**config.mk**
```make
export PLATFORM = sky130hd
export DESIGN_NAME = sssw_top
export DESIGN_NICKNAME = d
export VERILOG_FILES = /design/src/sssw_pkg.sv /design/src/sssw_sync.sv /design/src/sssw_top.sv
export SDC_FILE = /design/constraint.sdc
export NUM_CORES = 1
export LEC_CHECK = 0
export BUFFER_PORTS_ARGS = -buffer_cell sky130_fd_sc_hd__clkbuf_2
export CAP_MARGIN = 20
export CORE_MARGIN = 5
export CORE_UTILIZATION = 63
export DETAILED_ROUTE_END_ITERATION = 16
export PLACE_DENSITY_LB_ADDON = 0.2
export REMOVE_ABC_BUFFERS = 1
export SYNTH_ARGS = -nofsm -noshare
export SYNTH_HDL_FRONTEND = slang
export SYNTH_SLANG_ARGS = --single-unit
export TNS_END_PERCENT = 50
```
**constraint.sdc**
```tcl
create_clock -name clk -period 3.2 [get_ports clk]
set_input_delay 0.32 -clock clk [delete_from_list [all_inputs] [get_ports clk]]
set_output_delay 0.32 -clock clk [all_outputs]
set_load 0.1 [all_outputs]
```
**src/sssw_pkg.sv**
```systemverilog
package sssw_pkg;

    // ------------------------------------------------------------------
    // timebase and documented times
    // ------------------------------------------------------------------
    localparam int unsigned CLK_FREQ_HZ = 125_000_000;
    localparam int unsigned CLK_PER_MS = CLK_FREQ_HZ / 1000;
    localparam int unsigned RESET_PULSE_MS = 200;
    localparam int unsigned EXTEND_PULSE_MS = 100;
    localparam int unsigned WD_TIMEOUT_MS = 1600;

    // exact multiples of the clock period, so no rounding is needed
    localparam int unsigned RESET_PULSE_CYCLES = RESET_PULSE_MS * CLK_PER_MS;
    localparam int unsigned EXTEND_PULSE_CYCLES = EXTEND_PULSE_MS * CLK_PER_MS;
    localparam int unsigned WD_TIMEOUT_CYCLES = WD_TIMEOUT_MS * CLK_PER_MS;

    // ------------------------------------------------------------------
    // widths and reset values
    // ------------------------------------------------------------------
    localparam int unsigned CNT_W = 28;
    localparam logic SUPPLY_LOW_RST = 1'b1;
    localparam logic MANUAL_N_RST = 1'b1;
    localparam logic KICK_RST = 1'b0;
    localparam logic DRIVEN_RST = 1'b0;

    // which event most recently started or prolonged a reset pulse
    typedef struct packed {
        logic supply_low;
        logic manual;
        logic watchdog;
    } sssw_cause_t;

    localparam sssw_cause_t CAUSE_RST = '{supply_low: 1'b1, manual: 1'b0, watchdog: 1'b0};

endpackage

```
**src/sssw_sync.sv**
```systemverilog
`timescale 1ns/10ps
`default_nettype none

// three-stage synchroniser; the output moves only when stages two and three agree
module sssw_sync #(
    parameter logic RST_VAL = 1'b0
) (
    input wire logic clk,
    input wire logic resetn,
    input wire logic async_in,
    output logic sync_out
);

    logic ff1;
    logic ff2;
    logic ff3;

    // ------------------------------------------------------------------
    // capture chain
    // ------------------------------------------------------------------
    // ff1 feeds ff2 only, so metastability never reaches the compare
    always_ff @(posedge clk or negedge resetn) begin
        if (!resetn) begin
            ff1 <= RST_VAL;
            ff2 <= RST_VAL;
            ff3 <= RST_VAL;
        end else begin
            ff1 <= async_in;
            ff2 <= ff1;
            ff3 <= ff2;
        end
    end

    // agreement filter, registered so the output is a clean flop
    always_ff @(posedge clk or negedge resetn) begin
        if (!resetn) begin
            sync_out <= RST_VAL;
        end else if (ff2 == ff3) begin
            sync_out <= ff3;
        end
    end

endmodule

`default_nettype wire

```
**src/sssw_top.sv**
```systemverilog
// What this block does
// - after supply recovers, reset output stays low for a 200 ms timed pulse.
// - reset output goes low and stays low while supply is below threshold.
// - a brownout during a pulse extends reset by at least another 100 ms.
// - watchdog not toggled within 1.6 s while driven forces a reset pulse.
// - watchdog counter held cleared while reset is low or kick input floats.
// - watchdog counting starts right after reset release when kick input is driven.
// - any kick toggle restarts the count; 50 ns kicks are still seen.
// - low supply forces reset regardless of the watchdog state.
// - low manual reset input starts a reset pulse.
`timescale 1ns/10ps
`default_nettype none

module sssw_top #(
    parameter int unsigned RESET_CYCLES = sssw_pkg::RESET_PULSE_CYCLES,
    parameter int unsigned EXTEND_CYCLES = sssw_pkg::EXTEND_PULSE_CYCLES,
    parameter int unsigned WD_CYCLES = sssw_pkg::WD_TIMEOUT_CYCLES
) (
    input wire logic clk,
    input wire logic resetn,
    input wire logic supply_low_input,
    input wire logic manual_reset_n_input,
    input wire logic watchdog_kick_input,
    input wire logic watchdog_kick_driven,
    output logic reset_n_output,
    output sssw_pkg::sssw_cause_t reset_cause
);

    localparam int unsigned W = sssw_pkg::CNT_W;

    typedef enum logic [1:0] {
        ST_HOLD,
        ST_PULSE,
        ST_RUN
    } sssw_state_t;

    sssw_state_t state;
    logic [W-1:0] pulse_cnt;
    logic [W-1:0] wd_cnt;
    logic supply_low;
    logic manual_n;
    logic kick;
    logic kick_prev;
    logic driven;
    logic kicked;
    logic wd_expire;

    // larger of two counts; keeps a pulse from ever being shortened
    function automatic logic [W-1:0] at_least(input logic [W-1:0] a, input logic [W-1:0] b);
        at_least = (a > b) ? a : b;
    endfunction

    // one cause word per event that starts or prolongs a pulse; the fields are exclusive by construction,
    // so a status reader never sees two causes at once
    function automatic sssw_pkg::sssw_cause_t cause_word(input logic low, input logic man,
        input logic wd);
        cause_word = '{supply_low: low, manual: man, watchdog: wd};
    endfunction

    // ------------------------------------------------------------------
    // pin synchronisers
    // ------------------------------------------------------------------
    // comparator output is asynchronous to the timebase
    sssw_sync #(.RST_VAL(sssw_pkg::SUPPLY_LOW_RST)) u_sync_supply (
        .clk(clk),
        .resetn(resetn),
        .async_in(supply_low_input),
        .sync_out(supply_low)
    );

    sssw_sync #(.RST_VAL(sssw_pkg::MANUAL_N_RST)) u_sync_manual (
        .clk(clk),
        .resetn(resetn),
        .async_in(manual_reset_n_input),
        .sync_out(manual_n)
    );

    // 50 ns is over six clocks, enough for the agreement filter
    sssw_sync #(.RST_VAL(sssw_pkg::KICK_RST)) u_sync_kick (
        .clk(clk),
        .resetn(resetn),
        .async_in(watchdog_kick_input),
        .sync_out(kick)
    );

    sssw_sync #(.RST_VAL(sssw_pkg::DRIVEN_RST)) u_sync_driven (
        .clk(clk),
        .resetn(resetn),
        .async_in(watchdog_kick_driven),
        .sync_out(driven)
    );

    // ------------------------------------------------------------------
    // watchdog
    // ------------------------------------------------------------------
    assign kicked = (kick != kick_prev);
    assign wd_expire = reset_n_output && driven && !kicked
        && (wd_cnt == W'(WD_CYCLES - 1));

    // edge memory for kick detection
    always_ff @(posedge clk or negedge resetn) begin
        if (!resetn) begin
            kick_prev <= sssw_pkg::KICK_RST;
        end else begin
            kick_prev <= kick;
        end
    end

    // counter saturates at the timeout; the state machine reacts next edge
    always_ff @(posedge clk or negedge resetn) begin
        if (!resetn) begin
            wd_cnt <= '0;
        end else if (!reset_n_output || !driven) begin
            wd_cnt <= '0;
        end else if (kicked) begin
            wd_cnt <= '0;
        end else if (wd_cnt != W'(WD_CYCLES - 1)) begin
            wd_cnt <= wd_cnt + 1'b1;
        end
    end

    // ------------------------------------------------------------------
    // reset sequencer
    // ------------------------------------------------------------------
    // low supply is checked first in every state, so it always wins;
    // the pulse timer and the cause word below follow the same priority
    always_ff @(posedge clk or negedge resetn) begin
        if (!resetn) begin
            state <= ST_HOLD;
            reset_n_output <= 1'b0;
        end else begin
            case (state)
                ST_HOLD: begin
                    reset_n_output <= 1'b0;
                    if (!supply_low) begin
                        state <= ST_PULSE;
                    end
                end
                ST_PULSE: begin
                    reset_n_output <= 1'b0;
                    if (supply_low) begin
                        state <= ST_HOLD;
                    end else if (manual_n && (pulse_cnt == '0)) begin
                        state <= ST_RUN;
                        reset_n_output <= 1'b1;
                    end
                end
                ST_RUN: begin
                    if (supply_low) begin
                        state <= ST_HOLD;
                        reset_n_output <= 1'b0;
                    end else if (!manual_n) begin
                        state <= ST_PULSE;
                        reset_n_output <= 1'b0;
                    end else if (wd_expire) begin
                        state <= ST_PULSE;
                        reset_n_output <= 1'b0;
                    end
                end
                default: begin
                    state <= ST_HOLD;
                    reset_n_output <= 1'b0;
                end
            endcase
        end
    end

    // ------------------------------------------------------------------
    // pulse timer
    // ------------------------------------------------------------------
    // loaded on every way into a pulse and counted down to zero; while the
    // supply is low the value is left alone, since recovery reloads it anyway
    // limitation: a held button keeps the count at a full pulse, so a stuck button means
    // a reset that never ends
    always_ff @(posedge clk or negedge resetn) begin
        if (!resetn) begin
            pulse_cnt <= '0;
        end else begin
            case (state)
                ST_HOLD: begin
                    if (!supply_low) begin
                        // recovery length never under the extension
                        pulse_cnt <= at_least(W'(RESET_CYCLES - 1), W'(EXTEND_CYCLES - 1));
                    end
                end
                ST_PULSE: begin
                    if (!supply_low && !manual_n) begin
                        // button held: pulse restarts, never shortens
                        pulse_cnt <= at_least(pulse_cnt, W'(RESET_CYCLES - 1));
                    end else if (!supply_low && (pulse_cnt != '0)) begin
                        pulse_cnt <= pulse_cnt - 1'b1;
                    end
                end
                ST_RUN: begin
                    // a full pulse for a button or an expiry; a brownout loads in hold
                    if (!supply_low && (!manual_n || wd_expire)) begin
                        pulse_cnt <= W'(RESET_CYCLES - 1);
                    end
                end
                default: begin
                    pulse_cnt <= '0;
                end
            endcase
        end
    end

    // ------------------------------------------------------------------
    // reset cause
    // ------------------------------------------------------------------
    // kept after release so the processor can tell why it was reset;
    // hold has nothing to add, as every way into it has already said supply
    always_ff @(posedge clk or negedge resetn) begin
        if (!resetn) begin
            reset_cause <= sssw_pkg::CAUSE_RST;
        end else if ((state == ST_PULSE) || (state == ST_RUN)) begin
            if (supply_low) begin
                reset_cause <= cause_word(1'b1, 1'b0, 1'b0);
            end else if (!manual_n) begin
                reset_cause <= cause_word(1'b0, 1'b1, 1'b0);
            end else if ((state == ST_RUN) && wd_expire) begin
                reset_cause <= cause_word(1'b0, 1'b0, 1'b1);
            end
        end
    end

endmodule

`default_nettype wire

```
Yosys cells after proc, flatten, opt, wreduce, memory -nomap -nowiden. Cells that the tools add are included.

Add/sub/neg operators: 2. $mul: 0. Div/mod/pow operators: 0. Magnitude comparators: 1. Eq/ne operators: 16. Shift-type cells: 0. Mux-type cells: 25. Bitwise logic cells: 0. Reduce and logical (&&, ||, !) cells: 23.

Operator list (number): 28-bit two-way mux (8); 28-bit case mux with 3 select lines (1); 28-bit by 1-bit adder with 28-bit output (second input constant) (1); 28-bit equality test (second input constant) (1); 28-bit by 25-bit > comparator with 1-bit output (second input constant) (1); 28-bit zero test (1); 28-bit inequality test (second input constant) (1); 28-bit nonzero test (1); 28-bit by 1-bit subtractor with 28-bit output (second input constant) (1); 2-bit two-way mux (6); 3-bit two-way mux (3); 3-bit inequality test (second input constant) (3); 1-bit logical AND (8); 2-bit case mux with 3 select lines (1); 1-bit zero test (5); 1-bit two-way mux (5); 1-bit equality test (4); 2-bit inequality test (second input constant) (2); 4-bit inequality test (second input constant) (1); 4-bit AND reduction (1); 1-bit logical OR (3); 3-bit by 2-bit inequality test with 1-bit output (second input constant) (1); 3-bit AND reduction (1); 3-bit nonzero test (1); other kinds (6) (6).

Bits in registers: 79. Latch bits: 0. Bits in writable memories: 0. Memory bits (read-only): 0. Output and inout bits: 4. Memories kept: 0.

Depth between registers and ports, before layout. Gate-level depths: netlist (run 1).

Depth in word-level cells: 8. Gate-level depth with buffers: 10.

Modules after synthesis. A second synthesis (run 1) with hierarchy kept.

Cell total of the unflattened synthesis: 466. Area total of the unflattened synthesis: 4321.6 um^2.

By module, submodules not included: sssw_top (instances 1, cells each 446, area an instance 3866.2 um^2); sssw_sync (u_sync_manual ...) (instances 2, cells each 5, area an instance 116.4 um^2); sssw_sync (u_sync_driven ...) (instances 2, cells each 5, area an instance 111.4 um^2).

Least setup slack after synthesis (run 1). Ideal clock, no wire load.

Kind: register to register. Start point: register pulse_cnt[3]. End point: register pulse_cnt[1]. Arrival: 2587 ps. Slack: 488 ps. Cell stages (with the launch flop): 9. Cells stage by stage: dfrtp_1 > or3_4 > or4b_1 > buf_2 > o41ai_4 > o21bai_4 > a21oi_2 > buf_6 > mux2_4.

Word-level cells in the longest chain between the ends: 4.

RTL lines: start: declaration (line sssw_top.sv:38) `logic [W-1:0] pulse_cnt;`; start signal: assignment (line sssw_top.sv:183) `pulse_cnt <= at_least(W'(RESET_CYCLES - 1), W'(EXTEND_CYCLES - 1));`; start signal: assignment (line sssw_top.sv:189) `pulse_cnt <= at_least(pulse_cnt, W'(RESET_CYCLES - 1));`; start signal: assignment (line sssw_top.sv:191) `pulse_cnt <= pulse_cnt - 1'b1;`; branches (longest 3 deep; another with 28-bit by 25-bit > comparator with 1-bit output); 4-bit AND reduction (no line) *.

Every way passes the cells marked *. A chain may end at the register's enable or synchronous reset.

Worst setup path in the final report (run 1).
Start point: register pulse_cnt[3]. End point: register pulse_cnt[5].

Word-level cells in the longest chain between the ends: 4.

RTL lines: 28-bit by 1-bit subtractor with 28-bit output / 28-bit nonzero test (equally long branches) (line sssw_top.sv:191, sssw_top.sv:190); 28-bit two-way mux / 1-bit logical AND (equally long branches) (line sssw_top.sv:190) `end else if (!supply_low && (pulse_cnt != '0)) begin`; 28-bit two-way mux / 3-bit inequality test (equally long branches); 28-bit case mux with 3 select lines / 4-bit AND reduction (equally long branches).

Parallel ways exist; a longest one is shown, timed or not. The select of a mux whose other input is x is not followed.

==> reports/results.ini, run 1 <==
[logic_synthesis]
yosysMostFrequentCell=dfrtp_1
synthCells=457
synth_edf_count=0
synth_seq_area_share_pct=46.1
syn_area_mm2=0.00431
yosys.area_share.simple_pct=23.0
yosysTopAreaCell=dfrtp_1
synthArstFlopShare_pct=100
synth_adder_area_share_pct=2.67
ys_seq_elements=79
synth_area_leaders=dfrtp_1 (41%), dfstp_2 (5.5%), nor2_1 (5.2%), xor2_1 (3.2%), a211oi_1 (2.8%)
synth.top_cells.by_count=dfrtp_1 (70), nor2_1 (60), nand2_1 (28)
synth_compound_area_share_pct=18.2
yosysUniqueCellTypes=66
ys.flop_type=dfrtp_1
synth_xor_area_share_pct=4.67
muxShareOfSynthArea_pct=1.45
synth_top_area_share_pct=40.6
syn_avg_cell_area_um2=9.44
synth_top_family_by_area=simple AND/OR/NAND/NOR gates
yosysWarnings=0

[setup_path]
path_class=reg2reg
slowest_delay_ns=0.58
crit_required_ns=3.49
r2r_cells=6
slowest_stage=or4b_1
r2r-end=pulse_cnt[5]$_DFFE_PN0P_
start_kind=flip-flop
regToRegSetupSlack_ns=0.25
worstSetupEndpointType=flip-flop
cp_cell_sequence=or3_4 -> or4b_1 -> o41ai_4 -> o21ba_2 -> o21ai_1 -> o32a_1
worst_ep_arrival_time_ns=3.23
regToRegStartpoint=pulse_cnt[3]$_DFFE_PN0P_
cp_max_fo=6

[cts]
clkSinkCount=79
cts_resized=0
cts_tree=built
clkTransAtPathRegs_ns=0.08
postCtsHoldBufs=0
clock_latency_ns=0.35
clk_path_buf_depth=2
numCtsBuffers=9
root_buffer=clkbuf_8
cts_setup_buffers=0
cts_max_level=3

[routing]
routed_wl_um=9690
wire_per_inst_um=17.4
vias=3628
drtIter0Drc=405
first_pass_iters=6
viasPerCell=6.51
drtAntennaViolNets=0
drc=0

[power]
power_uw=3200
p_per_area_mw_per_mm2=683
vdd_drop_max_mv=0.631
leakage_uw=0.00186

[global_routing]
grt_max_degree=80
grt_antenna_before_repair=0
track_usage_pct=24.0
grt_pass1_vias=3315
overflow=0
grt_pass1_wl_um=16600

[timing]
period_minus_slack_ns=2.95
fin_hold_ws_ns=0.0509
slew_headroom_pct=35.9
fmax_ghz=0.339
rsz0062_at_grt=no
slew_violations=0
fin_setup_tns_ns=0
tightest_slew_ns=0.962
fin_crit_sh_pct=92.1
hold_viol_final=0
fin_skew_ns=0.0118
setup_viol=0

[floorplanning]
row_count=30
die_h_um=92.8
die_width_um=92.8
core_area_mm2=0.00672
die-area_mm2=0.00860
io_pins=10
initial_utilization_pct=64.2

[flow_run]
maxCapViolations=0

[placement]
hpwl_um=6690
portBuffers=9
gp_congestion=0.909
placed_cell_area_mm2=0.00448
dp_cells=541

[cells_and_area]
fin_cells=557
drive_above_1_share_pct=12.8
final_area_mm2=0.00468
final_nets=484
antenna_cells=0
syn2layout_area_growth_pct=8.41

[min_path]
hold_depth=1
hold_class=in2reg
hold_path_end=u_sync_manual.ff1$_DFF_PN1_
min_from=manual_reset_n_input

[outcome]
status=finished, final reports clean

-- through the flow --
stage,util (%),setup WS [ns]
2_1_floorplan,-,-0.135
3_3_place_gp,66.6,0.357
3_5_place_dp,66.6,0.297
4_1_cts,69.6,0.299
5_1_grt,69.6,0.156
6_report,69.6,0.252
-- layer usage --
metal	global-route usage, %	vias up	routed length (µm)
li1	-	1713	-
met1	38.2	1749	4630
met2	33.5	152	4270
met3	3.82	14	658
met4	7.33	0	126
met5	0	-	0
-- logic make-up (layout without fill, tap and decap cells) --
kind of cell,after synthesis,count (layout)
compound gates,107,107
xor+xnor,23,23
fa+ha+maj,10,10
buf+inv,42,62
flops,79,79
mux,5,5
simple gates,191,191
-- how the worst max path moves through the flow --
| stage | from | end | slack (ns) | cells after the start |
|---|---|---|---|---|
| 6_report | pulse_cnt[3]$_DFFE_PN0P_ | pulse_cnt[5]$_DFFE_PN0P_ | 0.25 | 6 |
| 5_1_grt | pulse_cnt[3]$_DFFE_PN0P_ | pulse_cnt[10]$_DFFE_PN0P_ | 0.16 | 7 |
| 4_1_cts | pulse_cnt[3]$_DFFE_PN0P_ | pulse_cnt[5]$_DFFE_PN0P_ | 0.30 | 6 |
| 3_5_place_dp | pulse_cnt[3]$_DFFE_PN0P_ | pulse_cnt[5]$_DFFE_PN0P_ | 0.30 | 6 |
| 3_3_place_gp | pulse_cnt[3]$_DFFE_PN0P_ | pulse_cnt[5]$_DFFE_PN0P_ | 0.36 | 6 |
| 2_1_floorplan | reset_n_output$_DFFE_PN0P_ | pulse_cnt[0]$_DFFE_PN0P_ | -0.13 | 5 |
-- layout by cell type, fill, tap and decap left out, drive strengths merged, types with 3 or more instances in the layout --
| cell type | synthesis | final |
|---|---|---|
| nor4b | 4 | 4 |
| nand4 | 14 | 14 |
| nand3 | 20 | 20 |
| nor3 | 12 | 12 |
| a211oi | 16 | 16 |
| dfstp | 9 | 9 |
| nand4b | 4 | 4 |
| a2bb2oi | 4 | 4 |
| nor2 | 60 | 60 |
| ha | 6 | 6 |
| mux2 | 4 | 4 |
| or3 | 9 | 9 |
| clkbuf | 13 | 21 |
| nand2b | 5 | 5 |
| xnor2 | 7 | 7 |
| buf | 4 | 13 |
| inv | 25 | 25 |
| and3 | 9 | 9 |
| a21oi | 22 | 22 |
| a31oi | 11 | 11 |
| o211ai | 4 | 4 |
| o21ai | 13 | 13 |
| maj3 | 4 | 4 |
| or2 | 5 | 5 |
| and2 | 3 | 3 |
| xor2 | 16 | 16 |
| dfrtp | 70 | 70 |
| nor4 | 9 | 9 |
| o221ai | 7 | 7 |
| o32a | 4 | 4 |
| nand2 | 28 | 28 |
-- area by class of cell --
type / count / area [µm²]
Fill cell: 523 / 2040
Inverter: 25 / 93.8
Timing Repair Buffer: 21 / 138
Tap cell: 80 / 100
Sequential cell: 79 / 1990
Clock inverter: 3 / 42.5
Clock buffer: 13 / 159
Multi-Input combinational cell: 336 / 2160
-- registers in the layout, summed over array words and instances, names as in the netlist, 2 cells and up --
register	count
pulse_cnt	28
reset_cause	3
state	2
wd_cnt	28
-- critical path, delay by kind of cell, from the launching register on --
| kind | cells | cell delay, ns |
|---|---|---|
| simple gates | 2 | 1.00 |
| flops | 1 | 0.42 |
| compound gates | 4 | 1.46 |
-- report_power, final --
| part | internal [µW] | leakage, µW | switching [µW] |
|---|---|---|---|
| clock network | 403 | 0.0000996 | 356 |
| registers | 1150 | 0.000992 | 165 |
| logic | 441 | 0.000770 | 685 |
| total | 1990 | 0.00186 | 1210 |
(Power assumes the default switching activity.)
==> run 2, diff against run 1 <==
--- a/config.mk
+++ b/config.mk
@@ -5,9 +5,9 @@
 export SDC_FILE = /design/constraint.sdc
 export NUM_CORES = 1
 export LEC_CHECK = 0
+export ABC_AREA = 1
 export BUFFER_PORTS_ARGS = -buffer_cell sky130_fd_sc_hd__clkbuf_2
 export CAP_MARGIN = 20
-export CORE_MARGIN = 5
 export CORE_UTILIZATION = 63
 export DETAILED_ROUTE_END_ITERATION = 16
 export PLACE_DENSITY_LB_ADDON = 0.2
==> constraint.sdc (replaced) <==
create_clock -name clk -period 3.2 [get_ports clk]
set_input_delay 0.16 -clock clk [delete_from_list [all_inputs] [get_ports clk]]
set_output_delay 0.16 -clock clk [all_outputs]
set_load 0.1 [all_outputs]
==> run 2 against run 1 <==
Effect of this change:
- worst setup slack better by 0.57 ns
- largest power group is now combinational cells
- routed wire length up 12%
- critical path depth up 4
- sequential power up 8%
- final cell count up 38%
- total power up 21%
- combinational power up 38%
- non-clock buffer count down 5
- synthesized area up 13%
- highest routed layer unchanged
- register-to-register slack better by 0.57 ns
==> reports/results.ini, run 2 <==
[outcome]
status=finished, final reports clean

[cells_and_area]
seq_area_mm2=0.00199  ; unchanged
final_area_mm2=0.00525  ; +12%
largest_registers=pulse_cnt x28, wd_cnt x28, reset_cause x3
drive_above_1_share_pct=16.1  ; +3.4 points
layout_common_cells=nand2_1 (170), nor2_1 (92), dfrtp_1 (70)
fin_cells=768  ; +38%
final_common_cell=nand2_1
utilization_pct=71.2  ; +1.6 points
syn2layout_area_growth_pct=7.98
n_fill_cell=605  ; +16%
multi_input_area_mm2=0.00251  ; +17%
final_nets=677  ; +40%
antenna_cells=0  ; unchanged

[floorplanning]
die_h_um=89.9  ; -3.1%
initial_utilization_pct=66.0  ; +1.8 points
core_area_mm2=0.00737  ; +9.7%
row_count=31  ; +3.3%
die-area_mm2=0.00807  ; -6.2%
die_width_um=89.9  ; -3.1%
io_pins=10  ; unchanged

[logic_synthesis]
synthCells=651  ; +42%
ys.flop_type=dfrtp_1
yosysMostFrequentCell=nand2_1
synthArstFlopShare_pct=100  ; unchanged
yosysTopAreaCell=dfrtp_1
ys_seq_elements=79  ; unchanged
yosysUniqueCellTypes=41  ; -38%
synth_top_area_share_pct=36.0  ; -4.6 points
yosysWarnings=0  ; unchanged
synth_seq_area_share_pct=40.9  ; -5.2 points
synth.top_cells.by_count=nand2_1 (170), nor2_1 (92), dfrtp_1 (70)
synth_edf_count=0  ; unchanged
syn_area_mm2=0.00486  ; +13%
syn_avg_cell_area_um2=7.47  ; -21%
synth_area_leaders=dfrtp_1 (36%), nand2_1 (13%), nor2_1 (7.1%), nand2_2 (5.5%), inv_1 (4.9%)

[power]
p_sw_share_pct=44.9  ; +7.2 points
leakage_uw=0.00236  ; +27%
p_per_area_mw_per_mm2=736  ; +7.7%
pwr-share-seq_pct=36.6  ; -4.5 points
power.internal_uw=2130  ; +6.9%
vdd_drop_max_mv=0.799  ; +27%
p_comb_share_pct=40.4  ; +5.2 points
power.switching_uw=1740  ; +44%
clkPwrFrac_pct=23.0  ; -0.7 points

[timing]
fin_crit_sh_pct=74.4  ; -18 points
rsz0062_at_grt=no
fmax_ghz=0.420  ; +24%
fin_hold_ws_ns=0.167  ; +0.116 ns
tightest_slew_ns=0.772  ; -0.190 ns
slew_violations=0  ; unchanged
fin_setup_tns_ns=0  ; unchanged
hold_viol_final=0  ; unchanged
fin_skew_ns=0.0174  ; +0.00567 ns
period_minus_slack_ns=2.38  ; -0.569 ns
setup_viol=0  ; unchanged
slew_headroom_pct=48.5  ; +13 points

[placement]
gp_congestion=0.946  ; +4.0%
placed_cell_area_mm2=0.00494  ; +10%
dp_cells=746  ; +38%
portBuffers=9  ; unchanged
hpwl_um=7510  ; +12%

[routing]
routed_wl_um=10800  ; +12%
drtAntennaViolNets=0  ; unchanged
viasPerCell=5.48  ; -16%
wire_per_inst_um=14.1  ; -19%
vias=4207  ; +16%
drc=0  ; unchanged
first_pass_iters=5  ; -1
drtIter0Drc=325  ; -20%

[setup_path]
cp_max_fo=28  ; +22
start_kind=flip-flop
crit_required_ns=3.51  ; +0.02 ns
worst_ep_arrival_time_ns=2.69  ; -0.54 ns
worstSetupEndpointType=flip-flop
path_class=reg2reg

[global_routing]
grt_antenna_before_repair=0  ; unchanged
track_usage_pct=28.6  ; +4.5 points
grt_pass1_vias=3871  ; +17%
grt_max_degree=80  ; unchanged
overflow=0  ; unchanged
grt_pass1_wl_um=18500  ; +12%

[cts]
clkTransAtPathRegs_ns=0.09  ; about the same
numCtsBuffers=9  ; unchanged
clkSinkCount=79  ; unchanged
clock_latency_ns=0.37  ; +0.02 ns
cts_setup_buffers=0  ; unchanged
cts_tree=built
cts_max_level=3  ; unchanged
clk_path_buf_depth=2  ; unchanged
root_buffer=clkbuf_8

[min_path]
hold_class=in2async

[flow_run]
maxCapViolations=0  ; unchanged

## run 2: cell types whose count changed after synthesis, sizes merged, moves of 10 or more
cell | previous run | this run
o21ai | 13 | 26
a21oi | 22 | 32
nand2 | 28 | 216
a211oi | 16 | 0
inv | 25 | 68
nor2 | 60 | 105
nand3 | 20 | 32
## run 2: layer usage
layer / vias to the layer above / part of all wire [%] / GRT usage (%)
li1: 2086 / - / -
met1: 1966 / 47 / 41.9
met2: 139 / 46 / 43.8
met3: 16 / 5.8 / 4.31
met4: 0 / 1.4 / 9.27
met5: - / 0 / 0
## run 2: worst paths after layout
check | from | endpoint | slack (ns) | cells past startpoint
min in group clk | u_sync_supply.ff1$_DFF_PN1_ | u_sync_supply.ff2$_DFF_PN1_ | 0.36 | 0
hold reg to reg | u_sync_supply.ff1$_DFF_PN1_ | u_sync_supply.ff2$_DFF_PN1_ | 0.36 | 0
setup reg to reg | state[1]$_DFFE_PN0P_ | pulse_cnt[21]$_DFFE_PN0P_ | 0.82 | 10
max in group asynchronous | resetn | u_sync_supply.sync_out$_DFFE_PN1N_ | 2.41 | 3
hold / removal | resetn | pulse_cnt[4]$_DFFE_PN0P_ | 0.17 | 2
setup / recovery | state[1]$_DFFE_PN0P_ | pulse_cnt[21]$_DFFE_PN0P_ | 0.82 | 10
## run 2: critical path: stages, from the launching register on
cell	delay, ns
dfrtp_1	0.43
inv_1	0.10
ha_1	0.66
nand2_1	0.15
a21oi_1	0.15
nand2_1	0.11
nand2_4	0.12
inv_4	0.04
nand2_4	0.34
nand2_1	0.10
nand2_1	0.08
## run 2: logic make-up after synthesis
family | Yosys count | synth area share, %
buffers and inverters | 82 | 7.39
adders and majority gates | 11 | 2.62
and+or+nand+nor | 387 | 36.9
DFF | 79 | 40.9
AOI/OAI and AO/OA | 68 | 7.90
xor gates and xnor gates | 24 | 4.32
## run 2: power groups by stage
stage	registers [µW]	clock network [µW]	logic, µW
floorplan	1500	0	1110
CTS	1410	905	1550
global route	1440	937	1760
global placement	1420	0	1490
detailed placement	1420	0	1530
finish	1410	890	1560
## run 2: layout make-up
| class | count | area share (%) |
|---|---|---|
| sequential | 79 | 37.9 |
| multi-input combinational | 490 | 47.9 |
| clock inverter | 7 | 2.07 |
| inverter | 68 | 4.91 |
| tap | 99 | 2.36 |
| clock buffer | 9 | 2.36 |
| timing repair buffer | 16 | 2.53 |
## run 2: timing repair
item,in CTS,in global routing
hold buffers,5,0
gates resized for setup,0,0
hold endpoints to repair,66,0
## run 2: per-stage QoR
stage,total power (µW),setup WS (ns)
floorplan,2610,0.525
CTS,3860,0.825
detailed placement,2960,0.882
global placement,2910,0.953
finish,3870,0.821
global route,4140,0.601
